## src/include/analog_status_monitor_pkg.sv

```systemverilog
// Function
// - Power byte bit 7: charge pump, 0 powered down, 1 active.
// - Power byte bit 6: analog reference, 0 powered down, 1 active.
// - Power byte bits 5,4,3: line driver, line bias, line feedback power.
// - Power byte bits 2,1: left and right output stage power.
// - Power byte bit 0: DAC, 0 powered down, 1 active.
// - Bias byte bits 7,6: offset compensator and short protector power.
// - Bias byte bits 5,4: impedance sensor and whole impedance circuitry power.
// - Bias byte bits 3,2: left and right short protector, 0 in reset.
// - Bias byte bits 1,0: modulator and element matching, 0 in reset.
// - Mute byte bits 5,4: left and right dummy outputs, 0 muted.
// - Mute byte bits 1,0: left and right channels, 0 muted.
// - Short byte bit 4: live line output short indication.
// - Short byte bit 0: sticky short flag, set on short, cleared by read.
package analog_status_monitor_pkg;

  localparam int ADDR_W = 8;
  localparam int DATA_W = 8;
  localparam int MUTE_W = 4;
  localparam int SAMPLE_W = 2 * DATA_W + MUTE_W + 1;

  localparam logic [ADDR_W-1:0] ADDR_POWER = 8'h6A;
  localparam logic [ADDR_W-1:0] ADDR_BIAS  = 8'h6B;
  localparam logic [ADDR_W-1:0] ADDR_MUTE  = 8'h6C;
  localparam logic [ADDR_W-1:0] ADDR_SHORT = 8'h6D;

  // Register select, one-hot
  localparam int SEL_POWER = 0;
  localparam int SEL_BIAS  = 1;
  localparam int SEL_MUTE  = 2;
  localparam int SEL_SHORT = 3;
  localparam int SEL_W     = 4;

  localparam int BIT_CP    = 7;
  localparam int BIT_REF   = 6;
  localparam int BIT_LDRV  = 5;
  localparam int BIT_LBIAS = 4;
  localparam int BIT_LFB   = 3;
  localparam int BIT_LOUT  = 2;
  localparam int BIT_ROUT  = 1;
  localparam int BIT_DAC   = 0;

  localparam int BIT_OFS   = 7;
  localparam int BIT_SPROT = 6;
  localparam int BIT_IMPS  = 5;
  localparam int BIT_IMPW  = 4;
  localparam int BIT_LSR   = 3;
  localparam int BIT_RSR   = 2;
  localparam int BIT_MOD   = 1;
  localparam int BIT_EM    = 0;

  localparam int BIT_LDUM  = 5;
  localparam int BIT_RDUM  = 4;
  localparam int BIT_LMUTE = 1;
  localparam int BIT_RMUTE = 0;

  localparam int BIT_LIVE   = 4;
  localparam int BIT_STICKY = 0;

  localparam logic [DATA_W-1:0] MUTE_RSVD_MASK  = 8'hCC;
  localparam logic [DATA_W-1:0] SHORT_RSVD_MASK = 8'hEE;
  localparam logic [DATA_W-1:0] RSVD_RESET      = 8'h00;
  localparam logic [DATA_W-1:0] RDATA_RESET     = 8'h00;
  localparam logic              FLAG_RESET      = 1'b0;

  function automatic logic [SEL_W-1:0] reg_sel(input logic [ADDR_W-1:0] addr);
    logic [SEL_W-1:0] sel;
    sel = '0;
    case (addr)
      ADDR_POWER: sel[SEL_POWER] = 1'b1;
      ADDR_BIAS:  sel[SEL_BIAS]  = 1'b1;
      ADDR_MUTE:  sel[SEL_MUTE]  = 1'b1;
      ADDR_SHORT: sel[SEL_SHORT] = 1'b1;
      default:    sel = '0;
    endcase
    return sel;
  endfunction

endpackage

```

## src/include/monitor_if.sv

```systemverilog
`timescale 1ns/1ps
`default_nettype none
interface monitor_if;
  import analog_status_monitor_pkg::*;
  logic [DATA_W-1:0] power_q;
  logic [DATA_W-1:0] bias_q;
  logic [MUTE_W-1:0] mute_q;
  logic              short_q;
  logic              sticky_q;
  logic              read_clear;

  modport sampler (output power_q, bias_q, mute_q, short_q);
  modport latch   (input short_q, read_clear, output sticky_q);
  modport regs    (input power_q, bias_q, mute_q, short_q, sticky_q, output read_clear);
endinterface
`default_nettype wire

```

## src/monitor_sampler.sv

```systemverilog
`timescale 1ns/1ps
`default_nettype none
module monitor_sampler
  import analog_status_monitor_pkg::*;
(
  input  wire logic                i_clock,  // System clock
  input  wire logic                i_rst_n,  // Async reset, active low
  input  wire logic [SAMPLE_W-1:0] i_raw,    // Live analog status levels
  monitor_if.sampler               mon       // Sampled status out
);

  logic [SAMPLE_W-1:0] nxt_sample;
  logic [SAMPLE_W-1:0] sample_ff;

  // Each status level is captured every clock
  generate
    for (genvar i = 0; i < SAMPLE_W; i++) begin : g_bit
      assign nxt_sample[i] = i_raw[i];
    end
  endgenerate

  always_ff @(posedge i_clock or negedge i_rst_n) begin
    if (!i_rst_n) begin
      sample_ff <= '0;
    end else begin
      sample_ff <= nxt_sample;
    end
  end

  assign mon.power_q = sample_ff[SAMPLE_W-1 -: DATA_W];
  assign mon.bias_q  = sample_ff[SAMPLE_W-1-DATA_W -: DATA_W];
  assign mon.mute_q  = sample_ff[MUTE_W:1];
  assign mon.short_q = sample_ff[0];

endmodule
`default_nettype wire

```

## src/sticky_short_latch.sv

```systemverilog
`timescale 1ns/1ps
`default_nettype none
module sticky_short_latch
  import analog_status_monitor_pkg::*;
(
  input  wire logic i_clock,  // System clock
  input  wire logic i_rst_n,  // Async reset, active low
  monitor_if.latch  mon       // Live short in, sticky flag out
);

  logic nxt_sticky;
  logic sticky_ff;

  // A short seen in the clearing cycle keeps the flag set
  always_comb begin
    nxt_sticky = mon.short_q | (sticky_ff & ~mon.read_clear);
  end

  always_ff @(posedge i_clock or negedge i_rst_n) begin
    if (!i_rst_n) begin
      sticky_ff <= FLAG_RESET;
    end else begin
      sticky_ff <= nxt_sticky;
    end
  end

  assign mon.sticky_q = sticky_ff;

endmodule
`default_nettype wire

```

## src/analog_status_monitor_regs.sv

```systemverilog
`timescale 1ns/1ps
`default_nettype none
module analog_status_monitor_regs
  import analog_status_monitor_pkg::*;
(
  input  wire logic              i_clock,                      // 100 MHz clock
  input  wire logic              i_rst_n,                      // Async reset
  input  wire logic [ADDR_W-1:0] i_reg_addr,                   // Register address
  input  wire logic              i_reg_rd,                     // Read strobe
  input  wire logic              i_reg_wr,                     // Write strobe
  input  wire logic [DATA_W-1:0] i_reg_wdata,                  // Write data
  output logic      [DATA_W-1:0] o_reg_rdata,                  // Read data
  output logic                   o_reg_rvalid,                 // Read data valid
  input  wire logic              i_charge_pump_power_flag,     // 1 active
  input  wire logic              i_reference_power_flag,       // 1 active
  input  wire logic              i_line_driver_power_flag,     // 1 active
  input  wire logic              i_line_bias_power_flag,       // 1 active
  input  wire logic              i_line_feedback_power_flag,   // 1 active
  input  wire logic              i_left_output_power_flag,     // 1 active
  input  wire logic              i_right_output_power_flag,    // 1 active
  input  wire logic              i_dac_power_flag,             // 1 active
  input  wire logic              i_offset_comp_power_flag,     // 1 active
  input  wire logic              i_short_protector_power_flag, // 1 active
  input  wire logic              i_impedance_sensor_power_flag,   // 1 active
  input  wire logic              i_impedance_circuit_power_flag,  // 1 active
  input  wire logic              i_left_short_reset_flag,      // 0 in reset
  input  wire logic              i_right_short_reset_flag,     // 0 in reset
  input  wire logic              i_modulator_reset_flag,       // 0 in reset
  input  wire logic              i_element_match_reset_flag,   // 0 in reset
  input  wire logic              i_left_dummy_mute_flag,       // 0 muted
  input  wire logic              i_right_dummy_mute_flag,      // 0 muted
  input  wire logic              i_left_analog_mute_flag,      // 0 muted
  input  wire logic              i_right_analog_mute_flag,     // 0 muted
  input  wire logic              i_live_short_flag             // 1 shorted
);

  monitor_if mon ();

  logic [SAMPLE_W-1:0] raw_status;
  logic [DATA_W-1:0]   power_raw;
  logic [DATA_W-1:0]   bias_raw;
  logic [MUTE_W-1:0]   mute_raw;

  // Live levels gathered in register bit order
  always_comb begin
    power_raw            = '0;
    power_raw[BIT_CP]    = i_charge_pump_power_flag;
    power_raw[BIT_REF]   = i_reference_power_flag;
    power_raw[BIT_LDRV]  = i_line_driver_power_flag;
    power_raw[BIT_LBIAS] = i_line_bias_power_flag;
    power_raw[BIT_LFB]   = i_line_feedback_power_flag;
    power_raw[BIT_LOUT]  = i_left_output_power_flag;
    power_raw[BIT_ROUT]  = i_right_output_power_flag;
    power_raw[BIT_DAC]   = i_dac_power_flag;
    bias_raw             = '0;
    bias_raw[BIT_OFS]    = i_offset_comp_power_flag;
    bias_raw[BIT_SPROT]  = i_short_protector_power_flag;
    bias_raw[BIT_IMPS]   = i_impedance_sensor_power_flag;
    bias_raw[BIT_IMPW]   = i_impedance_circuit_power_flag;
    bias_raw[BIT_LSR]    = i_left_short_reset_flag;
    bias_raw[BIT_RSR]    = i_right_short_reset_flag;
    bias_raw[BIT_MOD]    = i_modulator_reset_flag;
    bias_raw[BIT_EM]     = i_element_match_reset_flag;
    mute_raw = {i_left_dummy_mute_flag, i_right_dummy_mute_flag,
                i_left_analog_mute_flag, i_right_analog_mute_flag};
    raw_status = {power_raw, bias_raw, mute_raw, i_live_short_flag};
  end

  monitor_sampler u_sampler (
    .i_clock (i_clock),
    .i_rst_n (i_rst_n),
    .i_raw   (raw_status),
    .mon     (mon.sampler)
  );

  sticky_short_latch u_sticky (
    .i_clock (i_clock),
    .i_rst_n (i_rst_n),
    .mon     (mon.latch)
  );

  logic [SEL_W-1:0] rd_sel;
  logic [SEL_W-1:0] wr_sel;

  always_comb begin
    rd_sel = i_reg_rd ? reg_sel(i_reg_addr) : '0;
    wr_sel = i_reg_wr ? reg_sel(i_reg_addr) : '0;
  end

  // Reading the short byte clears the sticky flag
  assign mon.read_clear = rd_sel[SEL_SHORT];

  // Reserved storage: only reserved bits take write data
  logic [DATA_W-1:0] mute_rsvd_ff;
  logic [DATA_W-1:0] short_rsvd_ff;
  logic [DATA_W-1:0] nxt_mute_rsvd;
  logic [DATA_W-1:0] nxt_short_rsvd;

  always_comb begin
    nxt_mute_rsvd  = mute_rsvd_ff;
    nxt_short_rsvd = short_rsvd_ff;
    if (wr_sel[SEL_MUTE]) begin
      nxt_mute_rsvd = i_reg_wdata & MUTE_RSVD_MASK;
    end
    if (wr_sel[SEL_SHORT]) begin
      nxt_short_rsvd = i_reg_wdata & SHORT_RSVD_MASK;
    end
  end

  always_ff @(posedge i_clock or negedge i_rst_n) begin
    if (!i_rst_n) begin
      mute_rsvd_ff  <= RSVD_RESET;
      short_rsvd_ff <= RSVD_RESET;
    end else begin
      mute_rsvd_ff  <= nxt_mute_rsvd;
      short_rsvd_ff <= nxt_short_rsvd;
    end
  end

  // Register views as seen by a read
  logic [DATA_W-1:0] mute_view;
  logic [DATA_W-1:0] short_view;

  always_comb begin
    mute_view            = mute_rsvd_ff;
    mute_view[BIT_LDUM]  = mon.mute_q[3];
    mute_view[BIT_RDUM]  = mon.mute_q[2];
    mute_view[BIT_LMUTE] = mon.mute_q[1];
    mute_view[BIT_RMUTE] = mon.mute_q[0];
    short_view             = short_rsvd_ff;
    short_view[BIT_LIVE]   = mon.short_q;
    short_view[BIT_STICKY] = mon.sticky_q;
  end

  logic [DATA_W-1:0] rdata_ff;
  logic [DATA_W-1:0] nxt_rdata;
  logic              rvalid_ff;
  logic              nxt_rvalid;

  // Unmapped reads answer zero
  always_comb begin
    nxt_rvalid = i_reg_rd;
    nxt_rdata  = rdata_ff;
    if (i_reg_rd) begin
      case (1'b1)
        rd_sel[SEL_POWER]: nxt_rdata = mon.power_q;
        rd_sel[SEL_BIAS]:  nxt_rdata = mon.bias_q;
        rd_sel[SEL_MUTE]:  nxt_rdata = mute_view;
        rd_sel[SEL_SHORT]: nxt_rdata = short_view;
        default:           nxt_rdata = RDATA_RESET;
      endcase
    end
  end

  always_ff @(posedge i_clock or negedge i_rst_n) begin
    if (!i_rst_n) begin
      rdata_ff  <= RDATA_RESET;
      rvalid_ff <= FLAG_RESET;
    end else begin
      rdata_ff  <= nxt_rdata;
      rvalid_ff <= nxt_rvalid;
    end
  end

  assign o_reg_rdata  = rdata_ff;
  assign o_reg_rvalid = rvalid_ff;
endmodule
`default_nettype wire

```

## config.mk

```make
export PLATFORM = sky130hd
export DESIGN_NAME = analog_status_monitor_regs
export DESIGN_NICKNAME = d
export VERILOG_FILES = /design/src/include/analog_status_monitor_pkg.sv /design/src/include/monitor_if.sv /design/src/monitor_sampler.sv /design/src/sticky_short_latch.sv /design/src/analog_status_monitor_regs.sv
export SDC_FILE = /design/constraint.sdc
export NUM_CORES = 1
export LEC_CHECK = 0
export BUFFER_PORTS_ARGS = -buffer_cell sky130_fd_sc_hd__buf_2
export CAP_MARGIN = 0
export CORE_MARGIN = 5
export CORE_UTILIZATION = 50
export DETAILED_ROUTE_END_ITERATION = 10
export HOLD_SLACK_MARGIN = 0.03
export PLACE_DENSITY = 0.84
export SETUP_SLACK_MARGIN = 0.1
export SLEW_MARGIN = 20
export SYNTH_ARGS = -nofsm -noshare
export SYNTH_HDL_FRONTEND = slang
export SYNTH_SLANG_ARGS = --single-unit
```

## constraint.sdc

```tcl
create_clock -name i_clock -period 1.2 [get_ports i_clock]
set_input_delay 0.06 -clock i_clock [delete_from_list [all_inputs] [get_ports i_clock]]
set_output_delay 0.06 -clock i_clock [all_outputs]
set_load 0.01 [all_outputs]
```

Yosys cells after proc, flatten, opt, wreduce, memory -nomap -nowiden
Index checks and enable logic that the tools add are counted.

Mux-type cells: 10. Eq/ne operators: 4. Bitwise operators: 3.

Operators by type and width (count): equality test 8 x 7 -> 1 bit, second input constant (4); 2-to-1 mux 8 bit (4); 2-to-1 mux 4 bit (2); 2-to-1 mux 1 bit (4); bitwise AND 1 bit (1); inverter 1 bit (1); bitwise OR 1 bit (1).

Word-level logic and storage cells: 23. Register bits: 41. Output and inout bits: 9.

Depth between registers and ports, before layout
Gate-level depths: netlist of run 1.

Depth after elaboration: 7. Depth in mapped cells: 5.

By module
From an unflattened synthesis of run 1, not the netlist that was laid out.

Cells, all modules: 130. Area, all modules: 1700.4 um2.

By module, submodules not included: analog_status_monitor_regs (sequential area each 475.5 um2, area each 1138.6 um2, cells an instance 106, times used 1); monitor_sampler (sequential area each 525.5 um2, area each 525.5 um2, cells an instance 21, times used 1); sticky_short_latch (sequential area each 25.0 um2, area each 36.3 um2, cells an instance 3, times used 1).

Worst setup path after synthesis of run 1
OpenSTA, ideal clock, no wires.

Path type: input -> register. Start: in i_reg_addr[4]. End: reg mute_rsvd_ff[2]. Data arrival time: 0.947 ns. Path slack: 0.128 ns. Setup time: 0.125 ns. Stages on the path: 4. Data required time: 1.075 ns. Cells stage by stage: and4bb_2 -> buf_4 -> nand3_4 -> mux2_4.

Longest elaborated chain between the ends: 3.

RTL lines: start: declaration (line analog_status_monitor_regs.sv:8) `input wire logic [ADDR_W-1:0] i_reg_addr,`; equality test 8 x 7 -> 1 bit (line analog_status_monitor_pkg.sv:69) `case (addr)`; 2-to-1 mux 1 bit (line analog_status_monitor_pkg.sv:69); 2-to-1 mux 4 bit (line analog_status_monitor_regs.sv:87) `wr_sel = i_reg_wr ? reg_sel(i_reg_addr) : '0;`; end signal: assignment (line analog_status_monitor_regs.sv:115) `mute_rsvd_ff <= nxt_mute_rsvd;`; end: declaration (line analog_status_monitor_regs.sv:94) `logic [DATA_W-1:0] mute_rsvd_ff;`.

No other way between the ends. A chain may end at the register's enable or synchronous reset.

Final worst setup path of run 1
Start: reg u_sampler.sample_ff[6]. End: reg rdata_ff[1] (netlist: o_reg_rdata[1]).

Longest elaborated chain between the ends: 2.

RTL lines: start: declaration (line monitor_sampler.sv:13) `logic [SAMPLE_W-1:0] sample_ff;`; start signal: assignment (line monitor_sampler.sv:26) `sample_ff <= nxt_sample;`; 2-to-1 mux 8 bit (2 in series) (line analog_status_monitor_regs.sv:145) `case (1'b1)`; end signal: assignment (line analog_status_monitor_regs.sv:160) `rdata_ff <= nxt_rdata;`; end: declaration (line analog_status_monitor_regs.sv:135) `logic [DATA_W-1:0] rdata_ff;`.

No other way between the ends.

==> results of run 1 <==
==> state kept, by name, indices dropped and copies added, names as in the netlist <==
name	count
u_sampler.sample_ff	21
o_reg_rdata	8
short_rsvd_ff	6
mute_rsvd_ff	4
o_reg_rvalid	1
u_sticky.mon.sticky_q	1
==> kinds of logic (layout without fill, tap and decap cells) <==
family          Yosys count  after routing
compound gates           31             31
simple gates             17             17
mux                      12             12
flops                    41             41
buf+inv                  17            102
==> worst register-to-register path: stages (launching register included) <==
cell and delay [ns]:
dfrtp_1 0.38, nand2b_1 0.14, a22o_1 0.22, a22oi_2 0.14
o22ai_2 0.10
==> layer usage <==
metal / wire, um / vias to the layer above
li1: - / 596
met4: 51 / 0
met1: 1470 / 608
met5: 0 / -
met3: 236 / 5
met2: 2030 / 41
==> metrics by stage <==
step,util,area (sq um)
floorplan,-,1650
global placement,0.634,1970
detailed placement,0.634,1970
CTS,0.755,2340
global route,0.770,2390
finish,0.770,2390
==> path summary, 6_finish.rpt <==
path,depth (start not counted),startpoint,to
max,4,u_sampler.sample_ff[6]$_DFF_PN0_,o_reg_rdata[1]$_DFFE_PN0P_
min,3,i_reg_rd,o_reg_rdata[6]$_DFFE_PN0P_
max reg2reg,4,u_sampler.sample_ff[6]$_DFF_PN0_,o_reg_rdata[1]$_DFFE_PN0P_
min reg2reg,1,u_sampler.sample_ff[0]$_DFF_PN0_,u_sticky.mon.sticky_q$_DFF_PN0_
max in group asynchronous,3,i_rst_n,u_sampler.sample_ff[5]$_DFF_PN0_
min in group asynchronous,3,i_rst_n,u_sampler.sample_ff[12]$_DFF_PN0_
==> repair_timing <==
item	CTS	global route
cloned	0	0
endpoints found under the hold margin	73	0
gates resized for setup	0	9
hold buffers	29	0
setup endpoints to repair	1	8
pin swaps	2	2
==> area by class of cell <==
type,instances,area share
repair buffers,86,0.257
multi-input cells,60,0.243
clock inverters,1,0.0126
inverters,8,0.0126
well taps,44,0.0230
clock buffers,7,0.0230
flip-flops and latches,41,0.429
==> power breakdown <==
group / total [mW] / internal, mW / leakage [nW] / switching, mW
clock network: 0.929 / 0.497 / 0.0455 / 0.431
registers: 1.46 / 1.44 / 0.515 / 0.0227
logic: 0.321 / 0.187 / 0.562 / 0.135
total: 2.71 / 2.12 / 1.12 / 0.589
==> synthesized netlist by cell type <==
master and instances:
nand4bb_1 1, and4bb_2 1, and2b_2 1, nand3_4 1
buf_4 1, and3b_1 2, nand3_1 1, nand2b_1 7
a22oi_1 8, mux2_4 4, nand4_1 1, clkbuf_1 3
nor2b_2 1, mux2_2 8, a21o_1 1, a22o_1 7
inv_1 8, o22ai_1 8, buf_6 2, dfrtp_1 41
nand4_4 1, buf_2 2, o211ai_1 7, clkbuf_2 1
==> out/metrics.yaml, run 1 <==
global_routing:
  top_usage_layer: "met2"
  grt_pass1_wl_mm: 6.31
  antenna_found_initial: 0
  grtUsageMet2: 0.351
  track_usage: 0.195
  use_met3: 0.0466
  gr-total-overflow: 0
  grt_pass1_vias: 1439
  grt_use_met1: 0.212
  grt_max_degree: 42
synthesis:
  post_synth_num_cell_types: 24
  syn_inst: 118
  synth-seq-area-share: 0.623
  syn_area_sq_mm: 0.00165
  synthMuxAreaShare: 0.0912
  syn_nets: 159
  synth_top_cell_by_area: "dfrtp_1"
  synth_warnings: 0
  ys_ff_latch: 41
  synthSimpleGateAreaFrac: 0.0927
  synth_top_family_by_area: "compound AO/OA/AOI/OAI gates"
  synth.avg_cell_area_sq_um: 14.0
  synth-adder-area-share: 0
  synth_compound_area_frac: 0.141
  synth_top_area_frac: 0.623
  synth-xor-area-share: 0
  netlist_top_cells_area: "dfrtp_1 (62%), mux2_2 (5.5%), a22o_1 (3.7%)"
final_layout:
  multi_input_area_sq_um: 581
  final_cell_mix: "buf_2 (47), dfrtp_1 (41), dlygate4sd3_1 (29), buf_4 (9)"
  antenna_cells: 0
  regArea_sq_mm: 0.00103
  nNetsFinal: 243
  drive_gt1_frac: 0.443
  layout.cells.most_common: "buf_2"
  syn2layout_area_growth_pct: 45.1
  fin_cells: 247
  nFillCells: 222
detailed_routing:
  drc_errors: 0
  wire_per_inst_um: 15.3
  viasPerCell: 5.06
  drt_wl_total_mm: 3.78
  drt_iter0_markers: 52
  dr.pass1.iters: 4
  ant_nets: 0
  vias: 1250
worst_setup_path:
  critPathMaxStageDelay_ns: 0.38
  path_class: "reg2reg"
  rrSetupSlack_ns: 0.11
  cp.arrival_ns: 1.33
  cp_max_fo: 1
  crit_slowest_cell: "dfrtp_1"
  cp_num_buf_inv: 0
  start_kind: "flop"
  path_cells: "nand2b_1, a22o_1, a22oi_2, o22ai_2"
  critical_path.endpoint_type: "flop"
  cp_data_required_time_ns: 1.44
  cp_top_family: "compound AO/OA/AOI/OAI gates"
pwr:
  finalPower_mw: 2.71
  ir_drop_v: 0.000719
  p_leak_nw: 1.12
  powerDensity_mw_per_mm2: 1130
min_path:
  hold_class: "in2reg"
run:
  drv_cap: 0
sta:
  setup_viol: 0
  holdWs_ns: 0.118
  post-route-period-util: 0.908
  max_slew_margin: 0.803
  finalMaxSlewViolations: 0
  setup_ws_ns: 0.110
  rsz0062_at_grt: "true"
  finalHoldViolations: 0
  max_freq_mhz: 918
  period_needed_ns: 1.09
  setup_tns_ns: 0
  tightestPinTransition_ns: 0.295
  finalClockSkew_ns: 0.00860
status:
  status: "completed"
clock_network:
  insertion_delay_ns: 0.36
  cts_buffers: 5
  clkSinkCount: 41
  post_cts_buffers: 0
  path_clk_slew_ns: 0.11
  cts_tree: "done"
  cts.htree.levels: 2
  root_buffer: "clkbuf_4"
  clockBufferDepth: 2
place:
  pre_cts_slack_ns: -0.0335
  io_buffers: 47
  place_hpwl_mm: 2.65
  gp_congestion: 0.785
  dpl.cell_count: 210
die:
  coreArea_sq_mm: 0.00310
  start_util: 0.531
  dieArea_sq_mm: 0.00454
  io_pins: 50
  num_rows: 20
  die_w_um: 67.4
  die_y_um: 67.4
(Power assumes the default switching activity.)
==> inputs of run 2 (changes only) <==
--- a/config.mk
+++ b/config.mk
@@ -5,13 +5,15 @@
 export SDC_FILE = /design/constraint.sdc
 export NUM_CORES = 1
 export LEC_CHECK = 0
+export ABC_AREA = 1
+export ABC_CLOCK_PERIOD_IN_PS = 1200
 export BUFFER_PORTS_ARGS = -buffer_cell sky130_fd_sc_hd__buf_2
 export CAP_MARGIN = 0
 export CORE_MARGIN = 5
 export CORE_UTILIZATION = 50
 export DETAILED_ROUTE_END_ITERATION = 10
 export HOLD_SLACK_MARGIN = 0.03
-export PLACE_DENSITY = 0.84
+export PLACE_DENSITY = 0.83
 export SETUP_SLACK_MARGIN = 0.1
 export SLEW_MARGIN = 20
 export SYNTH_ARGS = -nofsm -noshare
==> run 2 against run 1 <==
Against the previous run:
- clock-buffer cell count is 2 lower
- global-route usage is 0.22 points higher
- via count is 16% higher
- largest power group unchanged
==> out/metrics.yaml, run 2 <==
global_routing:
  grt_max_degree: 42
  grt_pass1_vias: 1462
  antenna_found_initial: 0
  track_usage: 0.197
  grt_pass1_wl_mm: 6.64
  gr-total-overflow: 0
min_path:
  hold_class: "in2reg"
final_layout:
  drive_gt1_frac: 0.308
  syn2layout_area_growth_pct: 40.7
  antenna_cells: 0
  largest_reg_flops: 21
  regArea_sq_mm: 0.00103
  multi_input_area_sq_um: 581
  final_cell_mix: "buf_2 (47), dfrtp_1 (41), nand2_1 (37), dlygate4sd3_1 (29), inv_1 (21)"
  regMostFlops: "u_sampler.sample_ff"
  nFillCells: 242
  fin_util: 0.725
  layout.cells.most_common: "buf_2"
  nNetsFinal: 300
clock_network:
  cts_tree: "done"
  clockBufferDepth: 2
  cts_buffers: 5
  path_clk_slew_ns: 0.12
  root_buffer: "clkbuf_4"
  cts.htree.levels: 2
  clkSinkCount: 41
  insertion_delay_ns: 0.36
  ctsResizeCount: 0
  post_cts_buffers: 0
synthesis:
  synth_top_cell_by_area: "dfrtp_1"
  netlist_top_cells_area: "dfrtp_1 (60%), nand2_1 (8.1%), nand3_1 (4.9%)"
  synth_warnings: 0
  synth-seq-area-share: 0.596
  syn_area_sq_mm: 0.00172
  synth_top_area_frac: 0.596
  syn_inst: 174
  ys_ff_latch: 41
  synth_ff_type: "dfrtp_1"
  synth.avg_cell_area_sq_um: 9.89
  synth_edf_count: 0
  post_synth_num_cell_types: 19
  yosysMostFrequentCell: "dfrtp_1"
  syn_nets: 215
  synth_top_cells_by_count: "dfrtp_1 (41), nand2_1 (37), inv_1 (21)"
  synth-async-reset-ratio: 1.00
place:
  io_buffers: 47
  gp_congestion: 0.795
  pre_cts_slack_ns: 0.129
  place_hpwl_mm: 2.52
pwr:
  p_leak_nw: 1.27
  powerDensity_mw_per_mm2: 1180
  ir_drop_v: 0.000793
detailed_routing:
  drc_errors: 0
  dr.pass1.iters: 5
  drt_wl_total_mm: 4.04
  vias: 1447
  viasPerCell: 4.73
  drt_iter0_markers: 91
  ant_nets: 0
  wire_per_inst_um: 13.2
die:
  die_y_um: 68.7
  io_pins: 50
  dieArea_sq_mm: 0.00471
  coreArea_sq_mm: 0.00334
  die_w_um: 68.7
  start_util: 0.516
  num_rows: 21
sta:
  holdWs_ns: 0.0530
  tightestPinTransition_ns: 0.495
  finalHoldViolations: 0
  finalClockSkew_ns: 0.00680
  max_freq_mhz: 977
  setup_tns_ns: 0
  finalMaxSlewViolations: 0
  setup_viol: 0
  post-route-period-util: 0.853
  rsz0062_at_grt: "false"
  period_needed_ns: 1.02
  max_slew_margin: 0.670
  setup_ws_ns: 0.176
worst_setup_path:
  path_cells: "buf_2, dlygate4sd3_1, buf_4, nand3_1, nor2_1, nor2_1, nand4_1"
  cp.arrival_ns: 1.27
  critPathMostFrequentCell: "nor2_1"
  cp_max_fo: 10
  path_class: "in2reg"
  crit_slowest_cell: "dlygate4sd3_1"
  critPathMaxStageDelay_ns: 0.56
  critical_path.endpoint_type: "flop"
  cp_data_required_time_ns: 1.44
  start_kind: "primary input"
run:
  drv_cap: 0
status:
  status: "completed"
## run 2: changes by cell type in the layout (fill, tap and decap cells not counted), moves of 9 or more
| cell | change |
|---|---|
| nand4_1 | +9 |
| inv_1 | +13 |
| nand2_1 | +37 |
| nor2_1 | +19 |
| nand3_1 | +16 |
## run 2: path summary, 6_finish.rpt
| kind | end | cells after the start | slack (ns) | from |
|---|---|---|---|---|
| max reg2reg | o_reg_rdata[7]$_DFFE_PN0P_ | 4 | 0.34 | short_rsvd_ff[7]$_DFFE_PN0P_ |
| min reg2reg | u_sticky.mon.sticky_q$_DFF_PN0_ | 1 | 0.47 | u_sampler.sample_ff[0]$_DFF_PN0_ |
| min in group asynchronous | u_sampler.sample_ff[5]$_DFF_PN0_ | 3 | 0.28 | i_rst_n |
| max in group asynchronous | o_reg_rdata[2]$_DFFE_PN0P_ | 3 | 0.57 | i_rst_n |
| max | o_reg_rdata[1]$_DFFE_PN0P_ | 7 | 0.18 | i_reg_rd |
| min | o_reg_rdata[1]$_DFFE_PN0P_ | 3 | 0.05 | i_reg_addr[1] |
## run 2: layout make-up
type	count	share of cell area
clock inverters	3	0.0284
inverters	23	0.0357
well taps	46	0.0238
flip-flops and latches	41	0.424
repair buffers	81	0.233
multi-input cells	107	0.240
clock buffers	5	0.0155
## run 2: logic make-up (layout without fill, tap and decap cells)
logic type,Yosys count,after routing,share of synthesized area
compound gates,11,11,0.0524
simple gates,96,96,0.285
flops,41,41,0.596
buf+inv,26,112,0.0662
## run 2: critical path: cells and delay by family
kind | cells | cell delay [ns]
buffers and inverters | 3 | 0.85
and+or+nand+nor | 4 | 0.36
## run 2: through the flow
step | cells | power, mW | instance area (sq um)
after floorplan | 174 | 1.57 | 1720
after CTS | 306 | 2.87 | 2420
final | 306 | 2.85 | 2420
after global placement | 269 | 1.68 | 2020
after detailed placement | 269 | 1.69 | 2020
after global routing | 306 | 2.99 | 2420
## run 2: report_power, final
group          internal, mW  switching (mW)  leakage [nW]
Clock                 0.655           0.458        0.0558
Combinational         0.144           0.131         0.697
Sequential             1.44          0.0236         0.514
Total                  2.24           0.613          1.27
## run 2: metal layers
metal  track usage  vias up  wire length (um)
li1              -      729                 -
met1         0.214      668              1520
met2         0.359       41              2230
met3        0.0502        9               192
met4        0.0844        0                92
met5             0        -                 0
## run 2: what timing repair did
action                                  4_1_cts  5_1_grt
hold buffers                                 29        0
hold endpoints to repair                     73        0
endpoints found under the setup margin        0        0
